`src/rtl/dcd_defs.svh`:
```
// Function
// - Run source code 0 keypad, 1 terminals, 2 serial, 3 none, 5 comm card.
// - Standard hand-off-auto with both terminal functions 41 and 42 off blocks run and jog.
// - Hand/auto switching needs a terminal with function 41, 42, 56 or the keypad option.
// - Keypad run source disables switching between hand and automatic modes.
// - Stop method 0 ramps down at deceleration rate to minimum, then stops.
// - Stop method 1 cuts output at once and lets the motor coast.
// - Keypad frequency source: undervoltage or fault latches the frequency command.
// - Display format bits 0 to 3 give zero to three decimal places.
// - Display format bits 4 to 15 give the unit, 000 to 024; others mean Hz.
// - Maximum user value zero disables the user value; nonzero enables it.
// - Maximum user value is unsigned 16 bits, read with the chosen decimal places.
// - User value scales so its maximum matches the maximum operating frequency.
// - User value is valid only with keypad or serial frequency source.
`ifndef DCD_DEFS_SVH
`define DCD_DEFS_SVH

`define DCD_ADDR_RUN_SOURCE   8'h15
`define DCD_ADDR_STOP_METHOD  8'h16
`define DCD_ADDR_DIR_PERMIT   8'h17
`define DCD_ADDR_KEYPAD_MEM   8'h18
`define DCD_ADDR_DISPLAY_FMT  8'h19
`define DCD_ADDR_USER_MAX     8'h1a
`define DCD_ADDR_USER_READ    8'h1b

`define DCD_RST_RUN_SOURCE    16'h0000
`define DCD_RST_STOP_METHOD   16'h0000
`define DCD_RST_DIR_PERMIT    16'h0000
`define DCD_RST_KEYPAD_MEM    16'h0000
`define DCD_RST_DISPLAY_FMT   16'h0000
`define DCD_RST_USER_MAX      16'h0000

`define DCD_FMT_DEC_MSB       3
`define DCD_FMT_DEC_LSB       0
`define DCD_FMT_UNIT_MSB      15
`define DCD_FMT_UNIT_LSB      4
`define DCD_DEC_MAX           4'h3
`define DCD_UNIT_LAST         12'h024

`define DCD_SRC_KEYPAD        16'h0000
`define DCD_SRC_TERMINAL      16'h0001
`define DCD_SRC_SERIAL        16'h0002
`define DCD_SRC_CARD          16'h0005
`define DCD_STOP_COAST        16'h0001
`define DCD_DIR_NO_REVERSE    16'h0001
`define DCD_DIR_NO_FORWARD    16'h0002
`define DCD_FREQ_KEYPAD       4'h0
`define DCD_FREQ_SERIAL       4'h1

`define DCD_DIV_STEPS         6'h20

`endif

```
`src/rtl/dcd_pkg.sv`:
```
package dcd_pkg;
    typedef enum logic [1:0] {RUN_IDLE, RUN_ACTIVE, RUN_RAMP, RUN_COAST} dcd_run_state_type;
    typedef enum logic {DIV_IDLE, DIV_BUSY} dcd_div_state_type;
endpackage : dcd_pkg

```
`src/rtl/dcd_div_if.sv`:
```
`timescale 1ns/1ps
`default_nettype none
interface dcd_div_if;
    logic        start;
    logic [31:0] dividend;
    logic [15:0] divisor;
    logic [31:0] quotient;
    logic        done;
    modport requester (output start, dividend, divisor, input quotient, done);
    modport divider   (input start, dividend, divisor, output quotient, done);
endinterface : dcd_div_if
`default_nettype wire

```
`src/rtl/dcd_divider.sv`:
```
`timescale 1ns/1ps
`default_nettype none
`include "dcd_defs.svh"
module dcd_divider (
    input  wire logic  core_clk,
    input  wire logic  rst,
    input  wire logic  clkEn,
    dcd_div_if.divider div
);
    dcd_pkg::dcd_div_state_type state;
    dcd_pkg::dcd_div_state_type next_state;
    logic [31:0] quot;
    logic [31:0] next_quot;
    logic [15:0] rem;
    logic [15:0] next_rem;
    logic [15:0] dvs;
    logic [15:0] next_dvs;
    logic [5:0]  step;
    logic [5:0]  next_step;
    logic        done;
    logic        next_done;
    logic [16:0] trial;

    // Restoring division, one quotient bit per cycle
    always_comb begin
        next_state = state;
        next_quot  = quot;
        next_rem   = rem;
        next_dvs   = dvs;
        next_step  = step;
        next_done  = 1'b0;
        trial      = {rem, quot[31]};
        case (state)
            dcd_pkg::DIV_IDLE: begin
                if (div.start) begin
                    next_quot  = div.dividend;
                    next_dvs   = div.divisor;
                    next_rem   = 16'h0000;
                    next_step  = 6'h00;
                    next_state = dcd_pkg::DIV_BUSY;
                end
            end
            dcd_pkg::DIV_BUSY: begin
                next_quot = {quot[30:0], 1'b0};
                if (trial >= {1'b0, dvs}) begin
                    next_rem     = 16'(trial - {1'b0, dvs});
                    next_quot[0] = 1'b1;
                end else begin
                    next_rem = trial[15:0];
                end
                next_step = 6'(step + 6'h01);
                if (next_step == `DCD_DIV_STEPS) begin
                    next_done  = 1'b1;
                    next_state = dcd_pkg::DIV_IDLE;
                end
            end
            default: next_state = dcd_pkg::DIV_IDLE;
        endcase
    end

    always_ff @(posedge core_clk or posedge rst) begin
        if (rst) begin
            state <= dcd_pkg::DIV_IDLE;
            quot  <= 32'h00000000;
            rem   <= 16'h0000;
            dvs   <= 16'h0000;
            step  <= 6'h00;
            done  <= 1'b0;
        end else if (clkEn) begin
            state <= next_state;
            quot  <= next_quot;
            rem   <= next_rem;
            dvs   <= next_dvs;
            step  <= next_step;
            done  <= next_done;
        end
    end

    assign div.quotient = quot;
    assign div.done     = done;
endmodule : dcd_divider
`default_nettype wire

```
`src/rtl/dcd_drive_config.sv`:
```
// The strobed register port is this design's own decision.
`timescale 1ns/1ps
`default_nettype none
`include "dcd_defs.svh"
module dcd_drive_config (
    input  wire logic        core_clk,
    input  wire logic        rst,
    input  wire logic        clkEn,
    input  wire logic [7:0]  regAddr,
    input  wire logic [15:0] regWrData,
    input  wire logic        regWr,
    input  wire logic        regRd,
    output logic      [15:0] regRdData,
    input  wire logic        undervoltagePin,
    input  wire logic        terminalFunc41Pin,
    input  wire logic        terminalFunc42Pin,
    input  wire logic        terminalRunPin,
    input  wire logic        terminalReversePin,
    input  wire logic        faultEvent,
    input  wire logic        keypadRun,
    input  wire logic        keypadReverse,
    input  wire logic        serialRun,
    input  wire logic        serialReverse,
    input  wire logic        cardRun,
    input  wire logic        cardReverse,
    input  wire logic        jogRequest,
    input  wire logic        stopCommand,
    input  wire logic        motorAtRest,
    input  wire logic        hoaStandardMode,
    input  wire logic        hoaTerminalAssigned,
    input  wire logic        keypadOptionPresent,
    input  wire logic        handRequest,
    input  wire logic [3:0]  remoteFreqSource,
    input  wire logic [15:0] freqCommand,
    input  wire logic [15:0] maxOperatingFrequency,
    output logic             driveRun,
    output logic             driveReverse,
    output logic             jogActive,
    output logic             rampDown,
    output logic             outputCutoff,
    output logic             handMode,
    output logic      [1:0]  decimalPlaces,
    output logic      [5:0]  displayUnit,
    output logic             userValueEnable,
    output logic             userValueValid,
    output logic      [15:0] userValue
);
    localparam int PIN_UV  = 0;
    localparam int PIN_F41 = 1;
    localparam int PIN_F42 = 2;
    localparam int PIN_RUN = 3;
    localparam int PIN_REV = 4;

    dcd_div_if divBus ();

    // Register file
    logic [15:0] runSource;
    logic [15:0] stopMethod;
    logic [15:0] dirPermit;
    logic [15:0] keypadFreqMemory;
    logic [15:0] displayFormat;
    logic [15:0] userMax;
    logic [15:0] next_runSource;
    logic [15:0] next_stopMethod;
    logic [15:0] next_dirPermit;
    logic [15:0] next_keypadFreqMemory;
    logic [15:0] next_displayFormat;
    logic [15:0] next_userMax;
    logic [15:0] next_regRdData;

    // Pin synchronisers
    logic [4:0]  pinMeta;
    logic [4:0]  pinSync2;
    logic [4:0]  pinSync3;
    logic [4:0]  pinStable;
    logic [4:0]  next_pinStable;
    logic        uvPrev;
    logic        faultPrev;
    logic        uvRise;
    logic        faultRise;

    // Run control
    dcd_pkg::dcd_run_state_type runState;
    dcd_pkg::dcd_run_state_type next_runState;
    logic [1:0]  selCmd;
    logic        hoaBlock;
    logic        runReq;
    logic        sourceValid;
    logic        next_driveRun;
    logic        next_driveReverse;
    logic        next_jogActive;
    logic        next_rampDown;
    logic        next_outputCutoff;
    logic        next_handMode;
    logic        switchAllowed;

    // Display and user value
    logic [1:0]  next_decimalPlaces;
    logic [5:0]  next_displayUnit;
    logic        next_userValueEnable;
    logic        next_userValueValid;
    logic [15:0] next_userValue;
    logic        divBusy;
    logic        next_divBusy;
    logic        next_divStart;
    logic        divStart;

    function automatic logic [1:0] pickSource(input logic [15:0] code,
                                              input logic [3:0]  runs,
                                              input logic [3:0]  revs);
        logic [1:0] sel;
        sel = 2'h0;
        if (code == `DCD_SRC_KEYPAD) begin
            sel = {runs[0], revs[0]};
        end else if (code == `DCD_SRC_TERMINAL) begin
            sel = {runs[1], revs[1]};
        end else if (code == `DCD_SRC_SERIAL) begin
            sel = {runs[2], revs[2]};
        end else if (code == `DCD_SRC_CARD) begin
            sel = {runs[3], revs[3]};
        end
        return sel;
    endfunction : pickSource

    function automatic logic dirAllowed(input logic [15:0] permit, input logic reverse);
        return reverse ? (permit != `DCD_DIR_NO_REVERSE) : (permit != `DCD_DIR_NO_FORWARD);
    endfunction : dirAllowed

    // Three-stage capture; a change counts when stages two and three agree
    always_comb begin
        next_pinStable = pinStable;
        for (int i = 0; i < 5; i++) begin
            if (pinSync2[i] == pinSync3[i]) begin
                next_pinStable[i] = pinSync3[i];
            end
        end
    end

    always_ff @(posedge core_clk or posedge rst) begin
        if (rst) begin
            pinMeta   <= 5'h00;
            pinSync2  <= 5'h00;
            pinSync3  <= 5'h00;
            pinStable <= 5'h00;
            uvPrev    <= 1'b0;
            faultPrev <= 1'b0;
        end else if (clkEn) begin
            pinMeta   <= {terminalReversePin, terminalRunPin, terminalFunc42Pin,
                          terminalFunc41Pin, undervoltagePin};
            pinSync2  <= pinMeta;
            pinSync3  <= pinSync2;
            pinStable <= next_pinStable;
            uvPrev    <= pinStable[PIN_UV];
            faultPrev <= faultEvent;
        end
    end

    assign uvRise    = pinStable[PIN_UV] & ~uvPrev;
    assign faultRise = faultEvent & ~faultPrev;

    // Register writes, read data and the keypad frequency memory
    always_comb begin
        next_runSource        = runSource;
        next_stopMethod       = stopMethod;
        next_dirPermit        = dirPermit;
        next_displayFormat    = displayFormat;
        next_userMax          = userMax;
        next_keypadFreqMemory = keypadFreqMemory;
        next_regRdData        = 16'h0000;
        if (regWr) begin
            if (regAddr == `DCD_ADDR_RUN_SOURCE) begin
                next_runSource = regWrData;
            end else if (regAddr == `DCD_ADDR_STOP_METHOD) begin
                next_stopMethod = regWrData;
            end else if (regAddr == `DCD_ADDR_DIR_PERMIT) begin
                next_dirPermit = regWrData;
            end else if (regAddr == `DCD_ADDR_DISPLAY_FMT) begin
                next_displayFormat = regWrData;
            end else if (regAddr == `DCD_ADDR_USER_MAX) begin
                next_userMax = regWrData;
            end
        end
        if ((uvRise || faultRise) && remoteFreqSource == `DCD_FREQ_KEYPAD) begin
            next_keypadFreqMemory = freqCommand;
        end
        if (regRd) begin
            if (regAddr == `DCD_ADDR_RUN_SOURCE) begin
                next_regRdData = runSource;
            end else if (regAddr == `DCD_ADDR_STOP_METHOD) begin
                next_regRdData = stopMethod;
            end else if (regAddr == `DCD_ADDR_DIR_PERMIT) begin
                next_regRdData = dirPermit;
            end else if (regAddr == `DCD_ADDR_KEYPAD_MEM) begin
                next_regRdData = keypadFreqMemory;
            end else if (regAddr == `DCD_ADDR_DISPLAY_FMT) begin
                next_regRdData = displayFormat;
            end else if (regAddr == `DCD_ADDR_USER_MAX) begin
                next_regRdData = userMax;
            end else if (regAddr == `DCD_ADDR_USER_READ) begin
                next_regRdData = userValue;
            end
        end
    end

    always_ff @(posedge core_clk or posedge rst) begin
        if (rst) begin
            runSource        <= `DCD_RST_RUN_SOURCE;
            stopMethod       <= `DCD_RST_STOP_METHOD;
            dirPermit        <= `DCD_RST_DIR_PERMIT;
            keypadFreqMemory <= `DCD_RST_KEYPAD_MEM;
            displayFormat    <= `DCD_RST_DISPLAY_FMT;
            userMax          <= `DCD_RST_USER_MAX;
            regRdData        <= 16'h0000;
        end else if (clkEn) begin
            runSource        <= next_runSource;
            stopMethod       <= next_stopMethod;
            dirPermit        <= next_dirPermit;
            keypadFreqMemory <= next_keypadFreqMemory;
            displayFormat    <= next_displayFormat;
            userMax          <= next_userMax;
            regRdData        <= next_regRdData;
        end
    end

    // Run command selection and stop handling
    assign selCmd = pickSource(runSource,
                               {cardRun, serialRun, pinStable[PIN_RUN], keypadRun},
                               {cardReverse, serialReverse, pinStable[PIN_REV], keypadReverse});
    assign sourceValid = (runSource == `DCD_SRC_KEYPAD) || (runSource == `DCD_SRC_TERMINAL) ||
                         (runSource == `DCD_SRC_SERIAL) || (runSource == `DCD_SRC_CARD);
    assign hoaBlock = hoaStandardMode & ~pinStable[PIN_F41] & ~pinStable[PIN_F42];
    assign runReq   = selCmd[1] & ~hoaBlock & dirAllowed(dirPermit, selCmd[0]);
    assign switchAllowed = (hoaTerminalAssigned | keypadOptionPresent) &
                           (runSource != `DCD_SRC_KEYPAD);

    always_comb begin
        next_runState     = runState;
        next_driveReverse = driveReverse;
        next_handMode     = switchAllowed ? handRequest : handMode;
        next_jogActive    = jogRequest & sourceValid & ~hoaBlock &
                            dirAllowed(dirPermit, selCmd[0]);
        case (runState)
            dcd_pkg::RUN_IDLE: begin
                if (runReq) begin
                    next_runState     = dcd_pkg::RUN_ACTIVE;
                    next_driveReverse = selCmd[0];
                end
            end
            dcd_pkg::RUN_ACTIVE: begin
                if (stopCommand || !runReq) begin
                    if (stopMethod == `DCD_STOP_COAST) begin
                        next_runState = dcd_pkg::RUN_COAST;
                    end else begin
                        next_runState = dcd_pkg::RUN_RAMP;
                    end
                end
            end
            dcd_pkg::RUN_RAMP: begin
                if (motorAtRest) begin
                    next_runState = dcd_pkg::RUN_IDLE;
                end
            end
            dcd_pkg::RUN_COAST: begin
                if (motorAtRest) begin
                    next_runState = dcd_pkg::RUN_IDLE;
                end
            end
            default: next_runState = dcd_pkg::RUN_IDLE;
        endcase
        next_driveRun     = (next_runState == dcd_pkg::RUN_ACTIVE);
        next_rampDown     = (next_runState == dcd_pkg::RUN_RAMP);
        next_outputCutoff = (next_runState == dcd_pkg::RUN_COAST);
    end

    always_ff @(posedge core_clk or posedge rst) begin
        if (rst) begin
            runState     <= dcd_pkg::RUN_IDLE;
            driveRun     <= 1'b0;
            driveReverse <= 1'b0;
            jogActive    <= 1'b0;
            rampDown     <= 1'b0;
            outputCutoff <= 1'b0;
            handMode     <= 1'b0;
        end else if (clkEn) begin
            runState     <= next_runState;
            driveRun     <= next_driveRun;
            driveReverse <= next_driveReverse;
            jogActive    <= next_jogActive;
            rampDown     <= next_rampDown;
            outputCutoff <= next_outputCutoff;
            handMode     <= next_handMode;
        end
    end

    // Display format and scaled user value
    always_comb begin
        next_decimalPlaces = 2'h0;
        next_displayUnit   = 6'h00;
        if (displayFormat[`DCD_FMT_DEC_MSB:`DCD_FMT_DEC_LSB] <= `DCD_DEC_MAX) begin
            next_decimalPlaces = displayFormat[1:0];
        end
        if (displayFormat[`DCD_FMT_UNIT_MSB:`DCD_FMT_UNIT_LSB] <= `DCD_UNIT_LAST) begin
            next_displayUnit = displayFormat[9:4];
        end
        next_userValueEnable = (userMax != 16'h0000);
        next_userValueValid  = next_userValueEnable &&
                               (remoteFreqSource == `DCD_FREQ_KEYPAD ||
                                remoteFreqSource == `DCD_FREQ_SERIAL);
        next_divStart  = 1'b0;
        next_divBusy   = divBusy;
        next_userValue = userValue;
        if (!divBusy) begin
            next_divStart = 1'b1;
            next_divBusy  = 1'b1;
        end else if (divBusy && divBus.done) begin
            next_divBusy = 1'b0;
            if (!userValueEnable || maxOperatingFrequency == 16'h0000) begin
                next_userValue = 16'h0000;
            end else if (divBus.quotient > {16'h0000, userMax}) begin
                next_userValue = userMax;
            end else begin
                next_userValue = divBus.quotient[15:0];
            end
        end
    end

    always_ff @(posedge core_clk or posedge rst) begin
        if (rst) begin
            decimalPlaces   <= 2'h0;
            displayUnit     <= 6'h00;
            userValueEnable <= 1'b0;
            userValueValid  <= 1'b0;
            userValue       <= 16'h0000;
            divBusy         <= 1'b0;
            divStart        <= 1'b0;
        end else if (clkEn) begin
            decimalPlaces   <= next_decimalPlaces;
            displayUnit     <= next_displayUnit;
            userValueEnable <= next_userValueEnable;
            userValueValid  <= next_userValueValid;
            userValue       <= next_userValue;
            divBusy         <= next_divBusy;
            divStart        <= next_divStart;
        end
    end

    assign divBus.start    = divStart;
    assign divBus.dividend = 32'(freqCommand) * 32'(userMax);
    assign divBus.divisor  = maxOperatingFrequency;

    dcd_divider u_divider (
        .core_clk (core_clk),
        .rst      (rst),
        .clkEn    (clkEn),
        .div      (divBus)
    );
endmodule : dcd_drive_config
`default_nettype wire

```
`config.mk`:
```
export PLATFORM = sky130hd
export DESIGN_NAME = dcd_drive_config
export DESIGN_NICKNAME = d
export VERILOG_FILES = /design/src/rtl/dcd_pkg.sv /design/src/rtl/dcd_div_if.sv /design/src/rtl/dcd_divider.sv /design/src/rtl/dcd_drive_config.sv
export VERILOG_INCLUDE_DIRS = /design/src /design/src/rtl
export SDC_FILE = /design/constraint.sdc
export NUM_CORES = 1
export LEC_CHECK = 0
export ABC_AREA = 1
export BUFFER_PORTS_ARGS = -buffer_cell sky130_fd_sc_hd__buf_2
export CAP_MARGIN = 20
export CELL_PAD_IN_SITES_DETAIL_PLACEMENT = 1
export CELL_PAD_IN_SITES_GLOBAL_PLACEMENT = 1
export CORE_UTILIZATION = 35
export DETAILED_ROUTE_END_ITERATION = 8
export PLACE_DENSITY_LB_ADDON = 0.1
export SLEW_MARGIN = 15
export SYNTH_ARGS = -nofsm -noshare
export SYNTH_HDL_FRONTEND = slang
export SYNTH_HIERARCHICAL = 1
export SYNTH_SLANG_ARGS = --single-unit
export TNS_END_PERCENT = 5
```
`constraint.sdc`:
```
create_clock -name core_clk -period 15 [get_ports core_clk]
set_input_delay 0 -clock core_clk [delete_from_list [all_inputs] [get_ports core_clk]]
set_output_delay 0 -clock core_clk [all_outputs]
set_load 0.05 [all_outputs]
```
# Word-level counts from Yosys, hierarchy flattened
# Index checks and enable logic that the tools add are counted.
classes:
  add_sub_neg: 2
  bitwise_logic: 21
  eq_ne: 27
  n_lt_le_gt_ge: 4
  n_mul: 1
  n_reduce_logical: 35
  n_mux: 38
op_table:
  columns: ["cell", "count"]
  rows:
  - ["two-way mux 16 bit", 12]
  - ["case mux 32 bit (2 select lines)", 1]
  - ["== test 8 x 5 -> 1 bit, second input constant", 7]
  - ["== test 16 x 1 -> 1 bit, second input constant", 2]
  - ["> comparator 32 x 16 -> 1 bit", 1]
  - ["zero test 16 bit", 2]
  - ["multiplier 16 x 16 -> 32 bit", 1]
  - ["two-way mux 32 bit", 1]
  - ["case mux 16 bit (2 select lines)", 1]
  - ["nonzero test 16 bit", 2]
  - [">= comparator 17 x 16 -> 1 bit", 1]
  - ["== test 16 x 2 -> 1 bit, second input constant", 1]
  - ["== test 16 x 3 -> 1 bit, second input constant", 1]
  - ["two-way mux 2 bit", 8]
  - ["inequality test 16 x 1 -> 1 bit, second input constant", 1]
  - ["inequality test 16 x 2 -> 1 bit, second input constant", 1]
  - ["AND reduction 2 bit", 8]
  - ["subtractor 16 bit", 1]
  - ["less-or-equal comparator 12 x 6 -> 1 bit, second input constant", 1]
  - ["two-way mux 6 bit", 2]
  - ["case mux 6 bit (2 select lines)", 1]
  - ["AND reduction 3 bit", 4]
  - ["bitwise AND 1 bit", 10]
  - ["two-way mux 1 bit", 10]
  - ["22 further kinds", 48]
word_totals:
  register_bits: 242
  elab_cells: 165
  inputBits: 84
  out_inout_bits: 48

# Logic depth before layout (Yosys ltp)
# Gate-level depths: netlist of the first run.
logic_depth:
  word_depth: 12
  depth_mapped: 29

# Cells and area by module
# The synthesis of the first run kept the hierarchy.
by_module_without_submodules:
  columns: ["module", "area_per_inst_um2", "n_inst", "cells_per_inst", "seq_area_each_um2"]
  rows:
  - ["dcd_drive_config", 17023.8, 1, 2122, 4254.1]
  - ["dcd_divider", 4391.7, 1, 604, 1801.7]

# Least setup slack after synthesis of the first run
# Ideal clock, no wire load.
synth_timing:
  path_kind: "flip-flop to flip-flop"
  from: "register userMax[1]"
  to: "register u_divider.quot[27] (netlist: u_divider/div.quotient[27])"
  slack_ns: 9.168
  t_arrival_ns: 5.750
  path_buffers: 2
  path_stages_with_launch: 25
  period_less_slack_ns: 5.832
  cell_sequence: "dfrtp_1 > clkbuf_1 > buf_1 > nand2_1 > fa_1 > fa_1 > fa_1 > inv_1 > fa_1 > fa_1 > inv_1 > fa_1 > inv_1 > ha_1 > nand2_1 > inv_1 > a21boi_0 > nand3_1 > a21boi_1 > o21bai_2 > a21oi_1 > o21bai_1 > xor2_1 > nand2_1 > a31oi_1"
synth_between:
  elab_chain_cells: 3
synth_lines:
  columns: ["item", "line_no", "source"]
  rows:
  - ["from (decl)", "dcd_drive_config.sv:62", "logic [15:0] userMax;"]
  - ["from (signal assigned)", "dcd_drive_config.sv:212", "userMax <= `DCD_RST_USER_MAX;"]
  - ["from (signal assigned)", "dcd_drive_config.sv:220", "userMax <= next_userMax;"]
  - ["multiplier 16 x 16 -> 32 bit", "dcd_drive_config.sv:348", "assign divBus.dividend = 32'(freqCommand) * 32'(userMax);"]
  - ["via divBus.dividend[27]", "dcd_div_if.sv:5", "logic [31:0] dividend;"]
  - ["two-way mux 32 bit", "dcd_divider.sv:35", "if (div.start) begin"]
  - ["case mux 32 bit (2 select lines)", "dcd_divider.sv:33", "case (state)"]
  - ["to (signal assigned)", "dcd_divider.sv:71", "quot <= next_quot;"]
  - ["to (decl)", "dcd_divider.sv:12", "logic [31:0] quot;"]
# The timed path passes the listed nets, and every way through them passes these cells. The select of a mux whose other input is x is not followed.
# A chain may end at the register's enable or synchronous reset.

# Worst setup path in the final report of the first run
layout_timing:
  from: "register userMax[4]"
  to: "register u_divider.quot[27] (netlist: u_divider/div.quotient[27])"
# The elaborated chain is that of the path after synthesis.

==> impl_metrics.yaml, run 1 <==
outcome:
  status: "finished clean"
floorplanning:
  design.die.area_um2: 62180
  die_h_um: 249.4
  start_util: 0.3548
  dieWidth_um: 249.4
  rows: 90
  coreArea_um2: 60360
  io_pins: 132
sta:
  drv_slew: 0
  rsz0062_at_grt: "no"
  timing.fmax_mhz: 157.6
  finalSetupViolCount: 0
  fin_setup_tns_ns: 0
  finalHoldViolCount: 0
  worstMarginPinSlew_ns: 1.073
  fin_crit_sh: 0.4230
  period_minus_slack_ns: 6.344
  slew_headroom: 0.2829
  finClkSkew_ns: 0.02638
power_and_ir_drop:
  ir_worst_vdd_v: 0.00008984
  powerDensity_nw_per_um2: 98.51
  leakage_nw: 13.27
clock_network:
  clk_pin_slew_ns: 0.06
  cts_tree: "done"
  ctsRootBufferMaster: "clkbuf_16"
  cts_buffer_depth: 3
  numClockSinks: 242
  worstSkewPairLatency_ns: 0.61
  htreeDepth: 1
  cts_buffers: 31
synth:
  netlist_instances: 2726
  ys.warnings.count: 6
  syn_area_per_cell_um2: 7.856
  netlist_area_um2: 21420
  yosys_register_bits: 242
  syn_nets: 3143
  synth_top_cell_by_area: "dfrtp_1"
  synth_top_area_share: 0.2828
  ys.flop_type: "dfrtp_1"
  synthTopCellsByArea: "dfrtp_1 28%, fa_1 18%, nand2_1 13%"
  synth_edf_count: 0
  synthArstFlopShare: 1.000
  synth.distinct_cells: 63
  yosysSeqAreaShare: 0.2828
routing:
  wire_per_inst_um: 19.91
  drtIter0Drc: 877
  postRouteWirelength_mm: 72.35
  firstDrtPassIters: 5
  drcViolationCount: 0
  drtAntennaViolNets: 0
  viasPerCell: 5.049
  vias: 18350
run:
  drv_cap: 0
critical_path:
  required_ns: 15.51
  path_class: "reg2reg"
  endpoint_kind: "flip-flop"
  ff2ff_path_depth: 24
  rrSetupSlack_ns: 8.66
  start_kind: "flip-flop"
  crit_fanout: 21
  worstPathArrival_ns: 6.86
  reg2reg_to: "u_divider/div.quotient[27]"
  reg2reg_from: "userMax[4]"
global_route:
  grt_pass1_vias: 20100
  grt_max_degree: 73
  antenna_found_initial: 0
  grt_usage: 0.2381
  grt_first_pass_wirelength_mm: 115.8
  grt_overflow: 0
placed_design:
  dp_hpwl_mm: 54.95
  place_inst: 3523
  place_congestion: 0.8415
  port_buffers: 131
hold_path:
  hold_class: "in2reg"
  hold_depth: 2
  min_from: "freqCommand[14]"
  holdPathEnd: "keypadFreqMemory[14]"
layout:
  instances_no_fill: 3634
  mostFrequentLayoutCell: "nand2_1"
  diodes: 0
  synthToLayoutAreaGrowth_pct: 12.80
  nets: 3244
  final_cell_mix: "719 x nand2_1, 528 x inv_1, 242 x dfrtp_1"
  nFillCells: 7337
  layout-drive-gt1-share: 0.09853
## critical path, cell delays in order (launching register included)
cell and delay, ns:
dfrtp_1 1.03, nand2_1 0.12, inv_1 0.13, fa_1 0.39
inv_1 0.08, fa_1 0.43, fa_1 0.52, inv_1 0.06
fa_1 0.52, fa_1 0.49, inv_1 0.05, fa_1 0.47
inv_1 0.04, ha_1 0.32, nand2_1 0.14, inv_1 0.05
a21boi_0 0.18, nand3_1 0.18, a21boi_1 0.27, o21bai_2 0.11
a21oi_1 0.20, o21bai_1 0.10, xor2_1 0.13, nand2_1 0.07
a31oi_1 0.17
## worst max path at each step
stage	from	to	slack [ns]
floorplan	userMax[1]	u_divider/div.quotient[27]	9.17
global placement	userMax[5]	u_divider/div.quotient[27]	8.80
CTS	userMax[10]	u_divider/div.quotient[28]	8.61
global route	userMax[6]	u_divider/div.quotient[28]	8.29
detailed placement	userMax[6]	u_divider/div.quotient[27]	8.66
finish	userMax[4]	u_divider/div.quotient[27]	8.66
## through the flow
step                area, um^2  setup slack (ns)  hold WS (ns)  total power [mW]  utilization
CTS                      24120             8.607       0.01049             2.414       0.3997
global route             24160             8.294       0.03487             2.550       0.4002
finish                   24160             8.656       0.02291             2.379       0.4002
global placement         22610             8.803        0.1209             1.620       0.3747
detailed placement       22610             8.665        0.1313             1.645       0.3747
floorplan                21420             9.168        0.1072             1.402            -
## timing repair
item | in CTS | in global routing
buffers inserted | 0 | 0
hold buffers | 52 | 0
endpoints found under the hold margin | 240 | 0
gates resized for setup | 0 | 0
## metal layers
layer  share of wire  track usage  vias to the layer above  wire (um)
met5               0            0                        -          0
met4           0.024      0.05891                        0       1750
met3           0.030      0.02173                       83       2164
met2            0.48       0.4098                      266      35050
met1            0.46       0.3212                     9347      33390
li1                -            -                     8653          -
## Yosys cell counts (all sizes together), types with 2 or more instances
cell and n:
nand2 733, inv 541, dfrtp 242, fa 195
o21ai 192, nor2 139, ha 138, clkbuf 94
a21oi 89, nand3 79, a31oi 38, buf 35
nand4 25, xor2 23, nor4 21, mux2 18
xnor2 15, nor3 14, o221ai 14, o211ai 12
o22ai 9, a21o 8, a22oi 8, o21bai 7
o2111ai 6, nand3b 5, a22o 4, or2 4
a211oi 3, a21boi 2, a31o 2, o211a 2
o31ai 2
## power breakdown
part	internal, mW	switching [mW]	total (mW)
Clock	0.414	0.324	0.739
Combinational	0.279	0.504	0.784
Sequential	0.758	0.0990	0.857
Total	1.45	0.928	2.38
## flip-flops by register name (all words and copies together), names as in the netlist, 16 cells and up
register,count
dirPermit,16
displayFormat,16
keypadFreqMemory,16
regRdData,16
runSource,16
stopMethod,16
u_divider/div.quotient,32
u_divider/dvs,16
u_divider/rem,16
userMax,16
userValue,16
## final cells by class
class	count	area [um^2]	area share
well taps	782	978.4	0.04051
clock inverters	19	152.6	0.006319
multi-input cells	1813	12790	0.5295
inverters	542	2042	0.08453
repair buffers	197	1301	0.05387
clock buffers	39	835.8	0.03460
flip-flops and latches	242	6056	0.2507
## cell families after synthesis
logic type,after synthesis,synth area share
and+or+nand+nor,1021,0.1995
buffers and inverters,671,0.1202
AOI/OAI and AO/OA,403,0.1096
adders and majority gates,333,0.2629
DFF,242,0.2828
xor gates and xnor gates,38,0.01554
muxes,18,0.009465
Power figures use the tool's default switching activity.
==> run 2: changes to the inputs <==
==> constraint.sdc (replaced) <==
create_clock -name core_clk -period 6.6 [get_ports core_clk]
set_input_delay 0 -clock core_clk [delete_from_list [all_inputs] [get_ports core_clk]]
set_output_delay 0 -clock core_clk [all_outputs]
set_load 0.05 [all_outputs]
==> impl_metrics.yaml, run 2 (same netlist as run 1, synthesis figures left out) <==
outcome:
  status: "finished clean"
clock_network:
  clk_pin_slew_ns: 0.06
  cts_buffer_depth: 3
  numClockSinks: 242
  ctsRootBufferMaster: "clkbuf_16"
  cts_buffers: 31
  cts_tree: "done"
  htreeDepth: 1
  worstSkewPairLatency_ns: 0.58
  post_cts.repair.setup_buffers: 0
critical_path:
  ff2ff_path_depth: 22
  crit_path_max_incr_delay_ns: 0.80
  rrSetupSlack_ns: 0.43
  cp_cell_sequence: "nand2_1, fa_1, fa_1, fa_1, inv_1, fa_1, fa_1, inv_1, fa_1, inv_1, ha_1, nand2_1, inv_1, a21boi_0, nand3_1, a21boi_1, o21bai_2, a21oi_1, o21bai_1, xor2_1, nand2_1, a31oi_1"
  endpoint_kind: "flip-flop"
  start_kind: "flip-flop"
  cpMostUsedCell: "fa_1"
  crit_start: "userMax[3]"
  crit_fanout: 17
  worstPathArrival_ns: 6.65
  path_class: "reg2reg"
  reg2reg_from: "userMax[3]"
  required_ns: 7.08
  cpMaxStageDelayCell: "dfrtp_1"
placed_design:
  dp_hpwl_mm: 55.47
  port_buffers: 131
  detailed_place.area_um2: 22690
  place_congestion: 0.8518
hold_path:
  min_from: "clkEn"
  hold_class: "in2reg"
  hold_depth: 3
routing:
  viasPerCell: 5.037
  drcViolationCount: 0
  firstDrtPassIters: 5
  vias: 18350
  drtAntennaViolNets: 0
  wire_per_inst_um: 19.61
  drtIter0Drc: 952
  postRouteWirelength_mm: 71.46
layout:
  synthToLayoutAreaGrowth_pct: 13.27
  final_area_um2: 24260
  final_cell_mix: "719 x nand2_1, 528 x inv_1, 239 x dfrtp_1"
  utilization: 0.4019
  diodes: 0
  mostFrequentLayoutCell: "nand2_1"
  nets: 3254
  largest_reg_flops: 32
  layout-drive-gt1-share: 0.1021
power_and_ir_drop:
  leakage_nw: 13.34
  p_switching_mw: 2.056
  ir_worst_vdd_v: 0.0002024
  p_comb_frac: 0.328
  power_mw: 5.412
  power_frac_seq: 0.360
  powerDensity_nw_per_um2: 223.1
  swShare: 0.3799
  clkPwrFrac: 0.312
  p_int_mw: 3.356
sta:
  drv_slew: 0
  fin_setup_tns_ns: 0
  rsz0062_at_grt: "no"
  worstMarginPinSlew_ns: 1.060
  finClkSkew_ns: 0.01358
  timing.fmax_mhz: 162.0
  finalSetupViolCount: 0
  fin_crit_sh: 0.9351
  period_minus_slack_ns: 6.172
  finalHoldViolCount: 0
  slew_headroom: 0.2912
global_route:
  antenna_found_initial: 0
  grt_overflow: 0
  grt_max_degree: 99
  grt_usage: 0.2346
  grt_first_pass_wirelength_mm: 114.4
  grt_pass1_vias: 19860
floorplanning:
  io_pins: 132
  design.die.area_um2: 62180
  start_util: 0.3548
  rows: 90
  dieWidth_um: 249.4
  coreArea_um2: 60360
  die_h_um: 249.4
run:
  drv_cap: 0
-- run 2: cell types whose count changed in the layout (fill, tap and decap cells not counted), sizes merged --
cell | previous run | this run
buf | 145 | 155
clkbuf | 39 | 45
clkinv | 13 | 9
clkinvlp | 4 | 2
inv | 543 | 542
-- run 2: area by class of cell --
type / count / area [um^2]
Clock buffer: 45 / 918.4
Clock inverter: 12 / 97.59
Fill cell: 7347 / 36100
Inverter: 542 / 2043
Multi-Input combinational cell: 1813 / 12780
Sequential cell: 242 / 6060
Tap cell: 782 / 978.4
Timing Repair Buffer: 207 / 1376
-- run 2: through the flow --
step	worst slack [ns]	hold slack, ns	cells
5_1_grt	0.005566	0.03658	3643
2_1_floorplan	0.7679	0.1072	2726
3_3_place_gp	0.5148	0.2076	3533
6_report	0.4283	0.009096	3643
4_1_cts	0.3579	0.0001893	3642
3_5_place_dp	0.3619	0.2149	3533
-- run 2: critical path: cells and delay by family, from the launching register on --
kind	cells	cell delay, ns
AO/OA/AOI/OAI	6	1.11
XOR/XNOR	1	0.14
adder cells (fa/ha/maj)	7	3.29
buffers and inverters	4	0.19
flip-flops	1	0.80
AND/OR/NAND/NOR	4	0.55
-- run 2: timing repair --
item,in CTS,in global routing
resized for setup,0,3
endpoints found under the hold margin,277,0
hold buffers,52,0
endpoints found under the setup margin,0,1
-- run 2: path summary, 6_finish.rpt --
path                                              endpoint
worst max register to register  u_divider/div.quotient[27]
max in group asynchronous                   stopMethod[12]
min in group asynchronous                u_divider/rem[13]
worst max-delay path            u_divider/div.quotient[27]
worst min-delay path                            pinMeta[3]
worst min register to register            decimalPlaces[0]
-- run 2: power by group through the flow --
stage / clock, mW / combinational (mW) / sequential, mW
final: 1.69 / 1.78 / 1.95
after global routing: 1.78 / 2.04 / 1.98
after CTS: 1.73 / 1.80 / 1.95
after detailed placement: 0 / 1.75 / 1.97
after global placement: 0 / 1.70 / 1.97
after floorplan: 0 / 1.24 / 1.95
-- run 2: metal layers --
layer / part of all wire / global-route usage / up-vias
met2: 0.49 / 0.4037 / 252
met5: 0 / 0 / -
li1: - / - / 8691
met4: 0.018 / 0.05026 / 0
met3: 0.027 / 0.01850 / 72
met1: 0.47 / 0.3217 / 9333
==> run 3: changes to the inputs <==
==> constraint.sdc (replaced) <==
create_clock -name core_clk -period 6.6 [get_ports core_clk]
set_input_delay 1.32 -clock core_clk [delete_from_list [all_inputs] [get_ports core_clk]]
set_output_delay 1.32 -clock core_clk [all_outputs]
set_load 0.05 [all_outputs]
==> impl_metrics.yaml, run 3 (same netlist as run 1, synthesis figures left out) <==
layout:
  final_area_um2: 24670
  synthToLayoutAreaGrowth_pct: 15.20
  final_cell_mix: "719 x nand2_1, 528 x inv_1, 242 x dfrtp_1"
  diodes: 0
  layout-drive-gt1-share: 0.1354
  nFillCells: 7319
  mostFrequentLayoutCell: "nand2_1"
  largest_reg_flops: 32
  nets: 3304
clock_network:
  htreeDepth: 1
  cts_tree: "done"
  numClockSinks: 242
  cts_buffer_depth: 3
  clk_pin_slew_ns: 0.06
  ctsRootBufferMaster: "clkbuf_16"
  cts_hold_buf: 0
  cts_buffers: 30
  worstSkewPairLatency_ns: 0.58
power_and_ir_drop:
  p_int_mw: 3.552
  ir_worst_vdd_v: 0.0001979
  swShare: 0.3707
  p_comb_frac: 0.324
  leakage_nw: 13.68
  powerDensity_nw_per_um2: 228.8
  clkPwrFrac: 0.332
  power_frac_seq: 0.344
  p_switching_mw: 2.092
sta:
  drv_slew: 0
  period_minus_slack_ns: 6.338
  fin_crit_sh: 0.9604
  slew_headroom: 0.3000
  fin_ws_ns: 0.2616
  finClkSkew_ns: 0.02503
  finalSetupViolCount: 0
  worstMarginPinSlew_ns: 1.047
  timing.fmax_mhz: 157.8
  finalHoldViolCount: 0
  rsz0062_at_grt: "no"
placed_design:
  port_buffers: 131
  place_congestion: 0.8608
  detailed_place.area_um2: 23510
  dpl_worst_slack_ns: -0.4529
  dp_hpwl_mm: 57.17
routing:
  firstDrtPassIters: 5
  drtAntennaViolNets: 0
  drcViolationCount: 0
  postRouteWirelength_mm: 71.71
  drtIter0Drc: 1063
  vias: 18540
  wire_per_inst_um: 19.42
  viasPerCell: 5.021
global_route:
  grt_max_degree: 96
  antenna_found_initial: 0
  grt_pass1_vias: 20190
  grt_usage: 0.2353
  grt_first_pass_wirelength_mm: 114.9
  grt_overflow: 0
critical_path:
  path_class: "in2reg"
  endpoint_kind: "flip-flop"
  reg2reg_from: "userMax[11]"
  required_ns: 7.09
  reg2reg_to: "u_divider/div.quotient[28]"
  ff2ff_path_depth: 21
  worstPathArrival_ns: 6.83
  start_kind: "primary input"
  crit_fanout: 12
  rrSetupSlack_ns: 0.54
floorplanning:
  rows: 90
  die_h_um: 249.4
  start_util: 0.3548
  design.die.area_um2: 62180
  dieWidth_um: 249.4
  coreArea_um2: 60360
  io_pins: 132
hold_path:
  hold_depth: 2
  min_from: "regRdData[3]"
  hold_class: "reg2reg"
  holdPathEnd: "regRdData[3]"
outcome:
  status: "finished clean"
run:
  drv_cap: 0
run 3: routing by layer:
layer	up-vias	global-route usage	wire, um
li1	8789	-	-
met1	9403	0.3325	34420
met2	259	0.3907	33900
met3	88	0.01651	1672
met4	0	0.05944	1709
met5	-	0	0
run 3: layout make-up:
class	instances	area, um^2	share of cell area
Clock buffer	38	842.1	0.03413
Inverter	542	2042	0.08277
Timing Repair Buffer	258	1684	0.06826
Multi-Input combinational cell	1813	12790	0.5185
Sequential cell	242	6056	0.2455
Clock inverter	17	276.5	0.01121
Tap cell	782	978.4	0.03966
run 3: worst max-delay path by stage:
stage               slack (ns)                    endpoint            from
floorplan                -0.01  u_divider/div.quotient[27]  freqCommand[6]
global placement         -0.31  u_divider/div.quotient[28]  freqCommand[6]
detailed placement       -0.45  u_divider/div.quotient[25]  freqCommand[9]
CTS                       0.14  u_divider/div.quotient[25]  freqCommand[9]
global route              0.03  u_divider/div.quotient[28]  freqCommand[7]
finish                    0.26  u_divider/div.quotient[25]  freqCommand[9]
run 3: per-stage QoR:
step | utilization | cells | setup TNS, ns | hold WS [ns] | power, mW
6_report | 0.4087 | 3692 | 0 | 0.4754 | 5.644
5_1_grt | 0.4087 | 3692 | 0 | 0.4937 | 6.001
4_1_cts | 0.4080 | 3690 | 0 | 0.4835 | 5.707
3_5_place_dp | 0.3895 | 3635 | -3.970 | 0.4670 | 3.800
3_3_place_gp | 0.3895 | 3635 | -2.400 | 0.4598 | 3.730
2_1_floorplan | - | 2726 | -0.01014 | 0.4479 | 3.188
run 3: critical path: stages:
cell,delay (ns)
clkbuf_4,0.21
buf_4,0.18
nand2_1,0.05
inv_1,0.06
fa_1,0.50
inv_1,0.05
fa_1,0.45
fa_1,0.53
inv_1,0.06
fa_1,0.56
fa_1,0.45
fa_1,0.47
ha_1,0.34
a21oi_1,0.21
a21boi_0,0.22
nand3_1,0.17
a21boi_2,0.20
o21bai_2,0.09
a21oi_2,0.19
buf_4,0.14
xnor2_1,0.11
nand2_1,0.07
a31oi_1,0.18
run 3: power groups by stage:
stage	registers (mW)	logic, mW	clock network (mW)
global route	1.97	2.07	1.96
global placement	1.95	1.78	0
detailed placement	1.96	1.84	0
CTS	1.94	1.85	1.92
floorplan	1.95	1.24	0
finish	1.94	1.83	1.87
run 3: what timing repair did:
item,4_1_cts,5_1_grt
gates resized for setup,0,5
endpoints found under the hold margin,0,0
setup buffers,0,0
setup endpoints to repair,0,3
